==> config.mk <==
export PLATFORM = sky130hd
export DESIGN_NAME = sosc_ctrl
export DESIGN_NICKNAME = d
export VERILOG_FILES = /design/src/sosc_pkg.sv /design/src/sosc_sync.sv /design/src/sosc_ctrl.sv
export SDC_FILE = /design/constraint.sdc
export NUM_CORES = 1
export LEC_CHECK = 0
export BUFFER_PORTS_ARGS = -buffer_cell sky130_fd_sc_hd__buf_2
export CORE_ASPECT_RATIO = 0.7
export CORE_UTILIZATION = 50
export CTS_BUF_LIST = sky130_fd_sc_hd__clkbuf_8
export DETAILED_ROUTE_END_ITERATION = 8
export PLACE_DENSITY = 0.87
export SLEW_MARGIN = 5
export SYNTH_ARGS = -nofsm -noshare
export SYNTH_HDL_FRONTEND = slang
export SYNTH_HIERARCHICAL = 1
export SYNTH_SLANG_ARGS = --single-unit
export TNS_END_PERCENT = 100
==> constraint.sdc <==
create_clock -name CLK_IN -period 4.32 [get_ports CLK_IN]
set_input_delay 0.864 -clock CLK_IN [delete_from_list [all_inputs] [get_ports CLK_IN]]
set_output_delay 0.864 -clock CLK_IN [all_outputs]
set_load 0.05 [all_outputs]
==> src/sosc_pkg.sv <==
// Constants, codes and states of the safety output state controller
// Overview of operation
// RL1: Automatic start: after power-up, run as soon as the zone is clear.
// RL2: An object entering the zone trips both safety outputs off.
// RL3: Any fault enters fault hold, outputs off, left only through full self-test.
// RL4: That self-test starts at power cycling or on a start input transition.
// RL5: Run: both outputs on, green on, red and yellow off.
// RL6: Stop: both outputs off, green off, red on.
// RL7: Start-wait option: wait after power-up; start transition before first run.
// RL8: Start-wait option: after first start behave exactly as automatic start.
// RL9: Restart-wait option: wait at power-up and after each zone stop.
// RL10: Status codes -1 to -5 go to the programming module only.
// RL11: Fault codes go to beam indicators and module; status codes never to beams.
// RL12: Power-up lights every display segment, then shows the version code.
// RL13: Configuration faults raise codes 21, 22, 23, 24 and 26.
// RL14: Output faults raise 31 shorted together, 32/33 to power, 34/35 to ground.
// RL15: Feedback not open before run 41, after run 42, wrong at power-up 43.
// RL16: Monitor fault at power-up 44, control logic fault 50, crosstalk 60.
// RL17: Only in fault: yellow flashes, ten beam indicators show the fault code.
// RL18: First fault code latched for reading, cleared by a passing self-test.
package sosc_pkg;
  localparam int CLK_HZ         = 20_000_000;
  localparam int CLK_PERIOD_NS  = 50;
  localparam int TICK_TIME_US   = 1000;
  localparam int TICK_CYC_DEF   = CLK_HZ / 1_000_000 * TICK_TIME_US;
  localparam int LAMP_TIME_MS   = 1000;
  localparam int VER_TIME_MS    = 1000;
  localparam int FB_TIME_MS     = 100;
  localparam int SETTLE_TIME_MS = 1;
  localparam int FLASH_TIME_MS  = 250;
  localparam int TEST_TIME_NS   = 400;
  localparam int TEST_CYC       = (TEST_TIME_NS + CLK_PERIOD_NS - 1) / CLK_PERIOD_NS;
  localparam int CNT_W          = 11;
  localparam int BEAM_W         = 10;

  // APB register byte offsets
  localparam logic [7:0] ADDR_CTRL    = 8'h00;
  localparam logic [7:0] ADDR_STATUS  = 8'h04;
  localparam logic [7:0] ADDR_FAULT   = 8'h08;
  localparam logic [7:0] ADDR_VERSION = 8'h0C;

  // Control register fields
  localparam int CTRL_W         = 6;
  localparam int CTRL_OPT_LSB   = 0;
  localparam int CTRL_FB_EN     = 2;
  localparam int CTRL_FLOAT     = 3;
  localparam int CTRL_FIXED     = 4;
  localparam int CTRL_MUTE      = 5;
  localparam logic [5:0] CTRL_RST = 6'h04;
  localparam int STAT_CODE_LSB  = 8;

  localparam logic [1:0] OPT_AUTO    = 2'h0;
  localparam logic [1:0] OPT_START   = 2'h1;
  localparam logic [1:0] OPT_RESTART = 2'h2;

  // Fault flag input bits
  localparam int FLG_MODE     = 0;
  localparam int FLG_SWCHG    = 1;
  localparam int FLG_MISMATCH = 2;
  localparam int FLG_STORE    = 3;
  localparam int FLG_SCAN     = 4;
  localparam int FLG_LOGIC    = 5;
  localparam int FLG_XTALK    = 6;
  localparam int FLG_MONITOR  = 7;

  localparam logic [7:0] CODE_NONE     = 8'h00;
  localparam logic [7:0] CODE_MODE     = 8'h15;
  localparam logic [7:0] CODE_SWCHG    = 8'h16;
  localparam logic [7:0] CODE_MISMATCH = 8'h17;
  localparam logic [7:0] CODE_STORE    = 8'h18;
  localparam logic [7:0] CODE_SCAN     = 8'h1A;
  localparam logic [7:0] CODE_SHORT12  = 8'h1F;
  localparam logic [7:0] CODE_PWR1     = 8'h20;
  localparam logic [7:0] CODE_PWR2     = 8'h21;
  localparam logic [7:0] CODE_GND1     = 8'h22;
  localparam logic [7:0] CODE_GND2     = 8'h23;
  localparam logic [7:0] CODE_FB_PRE   = 8'h29;
  localparam logic [7:0] CODE_FB_POST  = 8'h2A;
  localparam logic [7:0] CODE_FB_PWRUP = 8'h2B;
  localparam logic [7:0] CODE_MONITOR  = 8'h2C;
  localparam logic [7:0] CODE_LOGIC    = 8'h32;
  localparam logic [7:0] CODE_XTALK    = 8'h3C;

  // Signed status codes for the programming module
  localparam logic [7:0] STAT_WAIT  = 8'hFF;
  localparam logic [7:0] STAT_FLOAT = 8'hFE;
  localparam logic [7:0] STAT_FIXED = 8'hFD;
  localparam logic [7:0] STAT_BOTH  = 8'hFC;
  localparam logic [7:0] STAT_MUTE  = 8'hFB;
  localparam logic [7:0] STAT_LAMP  = 8'h88;
  // Arbitrary version value
  localparam logic [7:0] VERSION_CODE = 8'h01;

  typedef enum logic [2:0] {
    ST_LAMP, ST_VER, ST_TEST, ST_WAIT, ST_RUN, ST_STOP, ST_FAULT
  } sosc_state_t;
endpackage

==> src/sosc_sync.sv <==
// Two-flop synchroniser for pin inputs
`timescale 1ns/1ps
module sosc_sync #(
  parameter int W = 1
) (
  input  wire logic         CLK_IN,
  input  wire logic         RST_N_IN,
  input  wire logic [W-1:0] D_IN,
  output logic      [W-1:0] Q_OUT
);
  logic [W-1:0] meta_ff;
  logic [W-1:0] q_ff;

  always_ff @(posedge CLK_IN) begin
    if (!RST_N_IN) begin
      meta_ff <= '0;
      q_ff    <= '0;
    end else begin
      meta_ff <= D_IN;
      q_ff    <= meta_ff;
    end
  end

  assign Q_OUT = q_ff;
endmodule

==> src/sosc_ctrl.sv <==
// Safety output state controller with APB register slave
//
// The implementer's own choices: the register offsets and the APB slave port.
`timescale 1ns/1ps
module sosc_ctrl #(
  parameter int TICK_CYC = sosc_pkg::TICK_CYC_DEF
) (
  input  wire logic        CLK_IN,
  input  wire logic        RST_N_IN,
  input  wire logic        PSEL_IN,
  input  wire logic        PENABLE_IN,
  input  wire logic        PWRITE_IN,
  input  wire logic [7:0]  PADDR_IN,
  input  wire logic [31:0] PWDATA_IN,
  output logic      [31:0] PRDATA_OUT,
  output logic             PREADY_OUT,
  output logic             PSLVERR_OUT,
  input  wire logic        ZONE_BLOCKED_IN,
  input  wire logic [7:0]  FAULT_FLAGS_IN,
  input  wire logic        START_IN,
  input  wire logic        FEEDBACK_IN,
  input  wire logic        SENSE1_IN,
  input  wire logic        SENSE2_IN,
  output logic             SAFETY_OUT1_OUT,
  output logic             SAFETY_OUT2_OUT,
  output logic             LED_RUN_OUT,
  output logic             LED_STOP_OUT,
  output logic             LED_WAIT_OUT,
  output logic [9:0]       BEAM_IND_OUT,
  output logic [7:0]       PM_CODE_OUT
);
  initial begin
    if (TICK_CYC < 2 || TICK_CYC > 32768) $error("TICK_CYC out of range");
  end

  localparam logic [14:0] TICK_LAST  = 15'(TICK_CYC - 1);
  localparam logic [10:0] LAMP_LAST  = 11'(sosc_pkg::LAMP_TIME_MS - 1);
  localparam logic [10:0] VER_LAST   = 11'(sosc_pkg::VER_TIME_MS - 1);
  localparam logic [10:0] FB_TICKS   = 11'(sosc_pkg::FB_TIME_MS);
  localparam logic [10:0] SETTLE     = 11'(sosc_pkg::SETTLE_TIME_MS);
  localparam logic [10:0] FLASH_LAST = 11'(sosc_pkg::FLASH_TIME_MS - 1);
  localparam logic [10:0] TEST_LAST  = 11'(sosc_pkg::TEST_CYC - 1);
  localparam logic [10:0] CNT_MAX    = 11'h7FF;

  // Config and internal fault flags map to one code, lowest bit first
  function automatic logic [7:0] flag_code(input logic [7:0] f);
    logic [7:0] c;
    c = sosc_pkg::CODE_NONE;
    if (f[sosc_pkg::FLG_XTALK])    c = sosc_pkg::CODE_XTALK;
    if (f[sosc_pkg::FLG_LOGIC])    c = sosc_pkg::CODE_LOGIC;
    if (f[sosc_pkg::FLG_SCAN])     c = sosc_pkg::CODE_SCAN;
    if (f[sosc_pkg::FLG_STORE])    c = sosc_pkg::CODE_STORE;
    if (f[sosc_pkg::FLG_MISMATCH]) c = sosc_pkg::CODE_MISMATCH;
    if (f[sosc_pkg::FLG_SWCHG])    c = sosc_pkg::CODE_SWCHG;
    if (f[sosc_pkg::FLG_MODE])     c = sosc_pkg::CODE_MODE;
    return c;
  endfunction

  logic [3:0]            pins_s;
  logic                  start_s;
  logic                  fb_s;
  logic                  sns1_s;
  logic                  sns2_s;
  sosc_pkg::sosc_state_t state_ff;
  sosc_pkg::sosc_state_t nxt_state;
  logic [10:0]           cnt_ff;
  logic [10:0]           nxt_cnt;
  logic [14:0]           tick_cnt_ff;
  logic [14:0]           nxt_tick_cnt;
  logic [10:0]           flash_cnt_ff;
  logic [10:0]           nxt_flash_cnt;
  logic                  flash_ff;
  logic                  nxt_flash;
  logic                  start_prev_ff;
  logic                  first_ff;
  logic                  nxt_first;
  logic [7:0]            fault_ff;
  logic [7:0]            nxt_fault;
  logic [7:0]            pm_ff;
  logic [7:0]            nxt_pm;
  logic [9:0]            beam_ff;
  logic [9:0]            nxt_beam;
  logic [5:0]            ctrl_ff;
  logic [5:0]            nxt_ctrl;
  logic [31:0]           prdata_ff;
  logic [31:0]           nxt_prdata;
  logic                  tick;
  logic                  start_rise;
  logic                  test_pass;
  logic [7:0]            det;
  logic [1:0]            opt;
  logic                  fb_en;
  logic                  fb_bad;
  logic                  mapped;

  sosc_sync #(.W(4)) u_sync (
    .CLK_IN   (CLK_IN),
    .RST_N_IN (RST_N_IN),
    .D_IN     ({START_IN, FEEDBACK_IN, SENSE1_IN, SENSE2_IN}),
    .Q_OUT    (pins_s)
  );

  assign start_s    = pins_s[3];
  assign fb_s       = pins_s[2];
  assign sns1_s     = pins_s[1];
  assign sns2_s     = pins_s[0];
  assign tick       = (tick_cnt_ff == TICK_LAST);
  assign start_rise = start_s && !start_prev_ff;
  assign opt        = ctrl_ff[sosc_pkg::CTRL_OPT_LSB +: 2];
  assign fb_en      = ctrl_ff[sosc_pkg::CTRL_FB_EN];
  // Feedback high means contactors released
  assign fb_bad     = fb_en && !fb_s;

  // State machine; power and ground readback checks wait a full tick out the sync lag
  always_comb begin
    nxt_state = state_ff;
    nxt_first = first_ff;
    det       = sosc_pkg::CODE_NONE;
    test_pass = 1'b0;
    nxt_cnt   = (tick && cnt_ff != CNT_MAX) ? cnt_ff + 11'h001 : cnt_ff;
    case (state_ff)
      sosc_pkg::ST_LAMP: begin
        if (tick && cnt_ff == LAMP_LAST) nxt_state = sosc_pkg::ST_VER;              // [RL12]
      end
      sosc_pkg::ST_VER: begin
        if (tick && cnt_ff == VER_LAST) begin
          if (fb_bad) det = sosc_pkg::CODE_FB_PWRUP;                                // [RL15]
          else if (FAULT_FLAGS_IN[sosc_pkg::FLG_MONITOR]) det = sosc_pkg::CODE_MONITOR; // [RL16]
          else if (sns1_s) det = sosc_pkg::CODE_PWR1;                               // [RL14]
          else if (sns2_s) det = sosc_pkg::CODE_PWR2;
          else nxt_state = sosc_pkg::ST_TEST;
        end
      end
      sosc_pkg::ST_TEST: begin
        // Short pulse on output 1 only; output 2 echoing it means a bridge
        nxt_cnt = cnt_ff + 11'h001;
        if (cnt_ff == TEST_LAST) begin
          if (sns2_s) det = sosc_pkg::CODE_SHORT12;                                 // [RL14]
          else begin
            test_pass = 1'b1;                                                       // [RL18]
            nxt_first = 1'b0;
            nxt_state = (opt == sosc_pkg::OPT_AUTO) ? sosc_pkg::ST_STOP : sosc_pkg::ST_WAIT; // [RL7] [RL9]
          end
        end
      end
      sosc_pkg::ST_WAIT: begin
        if (cnt_ff > SETTLE && sns1_s) det = sosc_pkg::CODE_PWR1;
        else if (cnt_ff > SETTLE && sns2_s) det = sosc_pkg::CODE_PWR2;
        else if (start_rise && !ZONE_BLOCKED_IN) begin                              // [RL7] [RL9]
          if (fb_bad) det = sosc_pkg::CODE_FB_PRE;                                  // [RL15]
          else begin
            nxt_state = sosc_pkg::ST_RUN;
            nxt_first = 1'b1;
          end
        end
      end
      sosc_pkg::ST_RUN: begin
        if (ZONE_BLOCKED_IN) nxt_state = sosc_pkg::ST_STOP;                         // [RL2]
        else if (cnt_ff > SETTLE && !sns1_s) det = sosc_pkg::CODE_GND1;             // [RL14]
        else if (cnt_ff > SETTLE && !sns2_s) det = sosc_pkg::CODE_GND2;
        else if (fb_en && fb_s && cnt_ff >= FB_TICKS) det = sosc_pkg::CODE_FB_POST; // [RL15]
      end
      sosc_pkg::ST_STOP: begin
        if (cnt_ff > SETTLE && sns1_s) det = sosc_pkg::CODE_PWR1;                   // [RL14]
        else if (cnt_ff > SETTLE && sns2_s) det = sosc_pkg::CODE_PWR2;
        else if (opt == sosc_pkg::OPT_RESTART || opt == 2'h3) nxt_state = sosc_pkg::ST_WAIT; // [RL9]
        else if (opt == sosc_pkg::OPT_START && !first_ff) nxt_state = sosc_pkg::ST_WAIT;    // [RL8]
        else if (!ZONE_BLOCKED_IN) begin                                            // [RL1]
          if (fb_bad) det = sosc_pkg::CODE_FB_PRE;                                  // [RL15]
          else nxt_state = sosc_pkg::ST_RUN;
        end
      end
      sosc_pkg::ST_FAULT: begin
        if (start_rise) nxt_state = sosc_pkg::ST_LAMP;                              // [RL4]
      end
      default: nxt_state = sosc_pkg::ST_FAULT;
    endcase
    if (state_ff != sosc_pkg::ST_FAULT && flag_code(FAULT_FLAGS_IN) != sosc_pkg::CODE_NONE) begin
      det = flag_code(FAULT_FLAGS_IN);                                              // [RL13] [RL16]
    end
    if (det != sosc_pkg::CODE_NONE) nxt_state = sosc_pkg::ST_FAULT;                 // [RL3]
    if (nxt_state != state_ff) nxt_cnt = '0;
  end

  // First fault latch; a new fault wins over the clear
  always_comb begin
    nxt_fault = fault_ff;
    if (test_pass) nxt_fault = sosc_pkg::CODE_NONE;                                 // [RL18]
    if (det != sosc_pkg::CODE_NONE && (fault_ff == sosc_pkg::CODE_NONE || test_pass)) begin
      nxt_fault = det;
    end
  end

  // Millisecond tick and fault flasher
  always_comb begin
    nxt_tick_cnt  = tick ? '0 : tick_cnt_ff + 15'h0001;
    nxt_flash_cnt = flash_cnt_ff;
    nxt_flash     = flash_ff;
    if (tick) begin
      nxt_flash_cnt = (flash_cnt_ff == FLASH_LAST) ? '0 : flash_cnt_ff + 11'h001;
      if (flash_cnt_ff == FLASH_LAST) nxt_flash = !flash_ff;
    end
  end

  // Displays: status codes never reach the beams
  always_comb begin
    nxt_pm   = sosc_pkg::CODE_NONE;
    nxt_beam = '0;
    case (nxt_state)
      sosc_pkg::ST_LAMP: begin
        nxt_pm   = sosc_pkg::STAT_LAMP;
        nxt_beam = '1;                                                              // [RL12]
      end
      sosc_pkg::ST_VER: begin
        nxt_pm   = sosc_pkg::VERSION_CODE;
        nxt_beam = {2'h0, sosc_pkg::VERSION_CODE};                                  // [RL12]
      end
      sosc_pkg::ST_FAULT: begin
        nxt_pm   = nxt_fault;
        nxt_beam = {2'h0, nxt_fault};                                               // [RL11] [RL17]
      end
      sosc_pkg::ST_WAIT: nxt_pm = sosc_pkg::STAT_WAIT;                              // [RL10]
      default: begin
        if (ctrl_ff[sosc_pkg::CTRL_MUTE]) nxt_pm = sosc_pkg::STAT_MUTE;             // [RL10]
        else if (ctrl_ff[sosc_pkg::CTRL_FLOAT] && ctrl_ff[sosc_pkg::CTRL_FIXED]) nxt_pm = sosc_pkg::STAT_BOTH;
        else if (ctrl_ff[sosc_pkg::CTRL_FIXED]) nxt_pm = sosc_pkg::STAT_FIXED;
        else if (ctrl_ff[sosc_pkg::CTRL_FLOAT]) nxt_pm = sosc_pkg::STAT_FLOAT;
      end
    endcase
  end

  // APB slave: zero wait, read data captured in the setup cycle
  always_comb begin
    mapped = (PADDR_IN == sosc_pkg::ADDR_CTRL) || (PADDR_IN == sosc_pkg::ADDR_STATUS) ||
             (PADDR_IN == sosc_pkg::ADDR_FAULT) || (PADDR_IN == sosc_pkg::ADDR_VERSION);
    nxt_ctrl   = ctrl_ff;
    nxt_prdata = prdata_ff;
    if (PSEL_IN && PENABLE_IN && PWRITE_IN && PADDR_IN == sosc_pkg::ADDR_CTRL) begin
      nxt_ctrl = PWDATA_IN[sosc_pkg::CTRL_W-1:0];
    end
    if (PSEL_IN && !PENABLE_IN) begin
      case (PADDR_IN)
        sosc_pkg::ADDR_CTRL:    nxt_prdata = {26'h0, ctrl_ff};
        sosc_pkg::ADDR_STATUS:  nxt_prdata = {16'h0, pm_ff, 5'h0, state_ff};
        sosc_pkg::ADDR_FAULT:   nxt_prdata = {24'h0, fault_ff};                     // [RL18]
        sosc_pkg::ADDR_VERSION: nxt_prdata = {24'h0, sosc_pkg::VERSION_CODE};
        default:                nxt_prdata = '0;
      endcase
    end
  end

  always_ff @(posedge CLK_IN) begin
    if (!RST_N_IN) begin
      state_ff      <= sosc_pkg::ST_LAMP;
      cnt_ff        <= '0;
      tick_cnt_ff   <= '0;
      flash_cnt_ff  <= '0;
      flash_ff      <= 1'b0;
      start_prev_ff <= 1'b0;
      first_ff      <= 1'b0;
      fault_ff      <= sosc_pkg::CODE_NONE;
      pm_ff         <= sosc_pkg::STAT_LAMP;
      beam_ff       <= '1;
      ctrl_ff       <= sosc_pkg::CTRL_RST;
      prdata_ff     <= '0;
    end else begin
      state_ff      <= nxt_state;
      cnt_ff        <= nxt_cnt;
      tick_cnt_ff   <= nxt_tick_cnt;
      flash_cnt_ff  <= nxt_flash_cnt;
      flash_ff      <= nxt_flash;
      start_prev_ff <= start_s;
      first_ff      <= nxt_first;
      fault_ff      <= nxt_fault;
      pm_ff         <= nxt_pm;
      beam_ff       <= nxt_beam;
      ctrl_ff       <= nxt_ctrl;
      prdata_ff     <= nxt_prdata;
    end
  end

  assign PREADY_OUT      = 1'b1;
  assign PSLVERR_OUT     = PSEL_IN && PENABLE_IN && !mapped;
  assign PRDATA_OUT      = prdata_ff;
  assign SAFETY_OUT1_OUT = (state_ff == sosc_pkg::ST_RUN) || (state_ff == sosc_pkg::ST_TEST); // [RL5]
  assign SAFETY_OUT2_OUT = (state_ff == sosc_pkg::ST_RUN);                          // [RL5] [RL6]
  assign LED_RUN_OUT     = (state_ff == sosc_pkg::ST_RUN);                          // [RL5]
  assign LED_STOP_OUT    = (state_ff == sosc_pkg::ST_STOP) || (state_ff == sosc_pkg::ST_WAIT); // [RL6]
  assign LED_WAIT_OUT    = (state_ff == sosc_pkg::ST_WAIT) ||
                           (state_ff == sosc_pkg::ST_FAULT && flash_ff);             // [RL17]
  assign BEAM_IND_OUT    = beam_ff;
  assign PM_CODE_OUT     = pm_ff;

  run_lamps_a: assert property (@(posedge CLK_IN) disable iff (!RST_N_IN) // [RL5]
    state_ff == sosc_pkg::ST_RUN |-> SAFETY_OUT1_OUT && SAFETY_OUT2_OUT && LED_RUN_OUT && !LED_STOP_OUT && !LED_WAIT_OUT)
    else $error("run state outputs wrong");
  stop_lamps_a: assert property (@(posedge CLK_IN) disable iff (!RST_N_IN) // [RL6]
    state_ff == sosc_pkg::ST_STOP |-> !SAFETY_OUT1_OUT && !SAFETY_OUT2_OUT && !LED_RUN_OUT && LED_STOP_OUT)
    else $error("stop state outputs wrong");
  zone_trip_a: assert property (@(posedge CLK_IN) disable iff (!RST_N_IN) // [RL2]
    state_ff == sosc_pkg::ST_RUN && ZONE_BLOCKED_IN |=> !SAFETY_OUT1_OUT && !SAFETY_OUT2_OUT)
    else $error("blocked zone did not trip outputs");
  fault_hold_a: assert property (@(posedge CLK_IN) disable iff (!RST_N_IN) // [RL3]
    state_ff == sosc_pkg::ST_FAULT && !start_rise |=> state_ff == sosc_pkg::ST_FAULT && !SAFETY_OUT1_OUT)
    else $error("fault hold left without start");
  fault_release_a: assert property (@(posedge CLK_IN) disable iff (!RST_N_IN) // [RL4]
    state_ff == sosc_pkg::ST_FAULT && start_rise |=> state_ff == sosc_pkg::ST_LAMP ##1 BEAM_IND_OUT == 10'h3FF)
    else $error("start did not launch self-test");
  beam_quiet_a: assert property (@(posedge CLK_IN) disable iff (!RST_N_IN) // [RL11]
    $past(state_ff) == sosc_pkg::ST_WAIT && state_ff == sosc_pkg::ST_WAIT |-> BEAM_IND_OUT == 10'h000
      && PM_CODE_OUT == sosc_pkg::STAT_WAIT)
    else $error("status code on beams or wrong wait code");
  fault_show_a: assert property (@(posedge CLK_IN) disable iff (!RST_N_IN) // [RL17]
    state_ff == sosc_pkg::ST_FAULT |-> BEAM_IND_OUT == {2'h0, fault_ff} && !LED_RUN_OUT)
    else $error("fault code not on beams");
  latch_stable_a: assert property (@(posedge CLK_IN) disable iff (!RST_N_IN) // [RL18]
    fault_ff != sosc_pkg::CODE_NONE && !test_pass |=> $stable(fault_ff))
    else $error("latched fault code changed");
  auto_run_a: assert property (@(posedge CLK_IN) disable iff (!RST_N_IN) // [RL1]
    state_ff == sosc_pkg::ST_STOP && opt == sosc_pkg::OPT_AUTO && !ZONE_BLOCKED_IN && !fb_bad
      && !sns1_s && !sns2_s && FAULT_FLAGS_IN == 8'h00 |=> state_ff == sosc_pkg::ST_RUN)
    else $error("automatic start did not run");
  wait_start_a: assert property (@(posedge CLK_IN) disable iff (!RST_N_IN) // [RL7]
    state_ff == sosc_pkg::ST_WAIT && !start_rise |=> state_ff != sosc_pkg::ST_RUN)
    else $error("run entered without start");
endmodule

==> flow_summary.ini <==
[die]
fp.dieW_um = 120
initial_core_util = 0.525
die_height_um = 84.5
row_count = 29
die_area_um2 = 10100
io_pins = 115
core_area_um2 = 9250

[detailed_routing]
drc = 0
detail_route.wirelength_um = 11900
viasPerCell = 5.83
first_pass_iters = 5
vias = 4494
ant_nets = 0
drtIter0Drc = 393
routedWlPerCell_um = 15.4

[placed_design]
globalplace.congestion = 0.904
hpwl_um = 8950
dpl_cell_area_um2 = 5210
portBuffers = 71

[setup_path]
startpoint = cnt_ff[7]
crit_buf_inv = 0
worstPathCellList = or4_1, or4_4, a21oi_4, a31oi_1, nor2_1, nand2_1, a31o_4, or2_1
cp-end-kind = flip-flop
r2r_setup_slack_ns = 0.63
crit_fanout = 11
reg2reg_to = PM_CODE_OUT[7]
critPathLaunchType = flip-flop
crit_required_ns = 4.59
crit_slowest_cell = or4_1
critical_path_arrival_ns = 3.96
max_stage_delay_ns = 0.67
worstSetupPathType = flip-flop to flip-flop
r2r_start = cnt_ff[7]
path_delay_family = simple AND/OR/NAND/NOR gates
r2r_cells = 8

[cts]
cts_tree = done
holdBufCountCts = 0
clkLatencyLatePin_ns = 0.37
postCtsSetupBuffers = 0
numCtsBuffers = 9
path_clk_slew_ns = 0.09
ctsRootBufferMaster = clkbuf_8
ctsResizeCount = 0
cts.sinks = 98
cts_buffer_depth = 2
h-tree-depth = 3

[logic_synthesis]
synth_compound_area_frac = 0.160
netlist_area_um2 = 4860
synthMuxAreaShare = 0.0270
synth_top_area_cell = dfxtp_1
ys.flop_type = dfxtp_1
synthAdderAreaFrac = 0.0155
synthDistinctLibCells = 72
ys_seq_elements = 98
async_flop_share = 0
synth_xor_area_frac = 0.0505
yosysSeqAreaShare = 0.404
synth_edf_count = 0
synth-simple-area-share = 0.280
netlist_instances = 585
synth_top_area_frac = 0.404
yosysWarnings = 6
synth_area_leaders = dfxtp_1 40%, nor2_1 6.9%, nand2_1 3.9%, a21oi_1 3.1%, buf_4 2.9%
syn_avg_cell_area_um2 = 8.30
synth_top_family_by_area = simple AND/OR/NAND/NOR gates

[global_routing]
antenna_found_initial = 0
grt_pass1_wl_um = 19700
grt_max_degree = 29
grt.overflow.total = 0
grt_usage = 0.242
grt_pass1_vias = 4179

[timing]
rsz0062_at_grt = false
relSlewSlack = 0.274
fmax_ghz = 0.271
worst_pin_slew_ns = 1.08
hold_ws_ns = 0.434
finClkSkew_ns = 0.00497
setup_viol = 0
fin_crit_ns = 3.69
hold_viol = 0
final_max_slew_viol_count = 0
post-route-period-util = 0.853
setup_tns_ns = 0

[min_path]
holdPathStages = 1
hold_class = flip-flop to flip-flop
hold_start = u_sync/meta_ff[3]
holdPathEnd = u_sync/Q_OUT[3]

[power_and_ir_drop]
vdd_drop_max_uv = 276
p_leak_uw = 0.00214
power.density_nw_per_um2 = 362
swShare = 0.306
seq_power_share = 0.495
pwr-share-comb = 0.180
p_sw_uw = 601
p_clk_frac = 0.325
internal_power_uw = 1360

[layout]
nets = 707
n_fill_cell = 830
fin_area_um2 = 5430
synthToLayoutAreaGrowth_pct = 11.7
post-route-util = 0.586
diodes = 0
final_layout_size_suffix_gt1_frac = 0.159

[status]
outcome = completed

[job]
max_cap_violations = 0
## cell usage in the layout (no fill, tap or decap), types with 5 or more instances in the layout
cell | Yosys | layout
xnor2_1 | 12 | 12
o211ai_1 | 5 | 5
or3_1 | 7 | 7
clkbuf_8 | 0 | 9
and2_1 | 13 | 13
ha_1 | 6 | 6
nand4_1 | 10 | 10
and4_1 | 5 | 5
nor2b_1 | 6 | 6
xor2_1 | 16 | 16
buf_2 | 5 | 71
o21ai_0 | 13 | 13
nor4_1 | 14 | 14
nand2b_1 | 6 | 6
nor3_1 | 17 | 17
a31oi_1 | 5 | 5
nand3b_1 | 6 | 6
nor2_1 | 89 | 89
a22oi_1 | 10 | 10
dfxtp_1 | 98 | 98
conb_1 | 2 | 17
nand3_1 | 14 | 14
and3_1 | 11 | 11
inv_1 | 13 | 13
nand2_1 | 50 | 50
mux2i_1 | 12 | 12
a21oi_1 | 30 | 30
## layer usage
| layer | track usage | wire length [um] | vias to the layer above |
|---|---|---|---|
| met5 | 0 | 0 | - |
| met4 | 0.0739 | 163 | 0 |
| met1 | 0.330 | 5360 | 2098 |
| li1 | - | - | 2149 |
| met2 | 0.376 | 5300 | 232 |
| met3 | 0.0611 | 1060 | 15 |
## sequential cells by signal (all words and copies together) (netlist names), 4 cells and up
signal	flops
u_sync/Q_OUT	4
ctrl_ff	6
BEAM_IND_OUT	9
PRDATA_OUT	16
fault_ff	8
u_sync/meta_ff	4
tick_cnt_ff	15
PM_CODE_OUT	8
cnt_ff	11
flash_cnt_ff	11
## cell families (layout without fill, tap and decap cells)
| kind of cell | after synthesis | in the layout |
|---|---|---|
| AO/OA/AOI/OAI | 111 | 111 |
| XOR/XNOR | 28 | 28 |
| adder cells (fa/ha/maj) | 6 | 6 |
| other | 2 | 17 |
| AND/OR/NAND/NOR | 270 | 270 |
| buffers and inverters | 57 | 104 |
| multiplexers | 13 | 13 |
| flip-flops | 98 | 98 |
## worst max-delay path by stage
stage,endpoint,slack (ns),depth (start not counted)
2_1_floorplan,PM_CODE_OUT[7],0.87,12
3_3_place_gp,PM_CODE_OUT[7],0.66,11
3_5_place_dp,PM_CODE_OUT[7],0.56,11
4_1_cts,PM_CODE_OUT[7],0.76,8
5_1_grt,PM_CODE_OUT[7],0.56,8
6_report,PM_CODE_OUT[7],0.63,8
## power by group through the flow
stage | Sequential, uW | Clock (uW) | Combinational (uW)
after global routing | 977 | 685 | 379
after global placement | 991 | 0 | 341
after floorplan | 1060 | 0 | 211
after CTS | 971 | 647 | 350
after detailed placement | 993 | 0 | 348
final | 973 | 640 | 353
## synthesized netlist by cell type (all sizes together), types with 8 or more instances
cell type / n
inv: 13
and2: 13
xnor2: 12
nor4: 14
a21oi: 31
nand3: 14
clkbuf: 18
or3: 8
buf: 24
nor2: 89
dfxtp: 98
nand2: 50
xor2: 16
nor3: 17
nand4: 10
and3: 11
mux2i: 12
a22oi: 10
o21ai: 17
## through the flow
stage | setup slack (ns) | std cells | total power (uW)
floorplan | 0.866 | 600 | 1270
global placement | 0.660 | 756 | 1330
detailed placement | 0.562 | 756 | 1340
CTS | 0.765 | 771 | 1970
global route | 0.563 | 771 | 2040
finish | 0.634 | 771 | 1970
## layout make-up
| type | instances | area (um2) | area share |
|---|---|---|---|
| multi-input combinational | 445 | 2660 | 0.490 |
| sequential | 98 | 1960 | 0.362 |
| timing repair buffer | 74 | 378 | 0.0696 |
| tap | 124 | 155 | 0.0286 |
| clock buffer | 9 | 124 | 0.0228 |
| clock inverter | 6 | 90.1 | 0.0166 |
| inverter | 15 | 61.3 | 0.0113 |
## worst register-to-register path, stage by stage, from the launching register on
cell and delay (ns):
dfxtp_1 0.37, or4_1 0.67, or4_4 0.61, a21oi_4 0.16, a31oi_1 0.13, nor2_1 0.64, nand2_1 0.43, a31o_4 0.36
or2_1 0.21
Note: power is estimated with default switching activity, not from simulation.
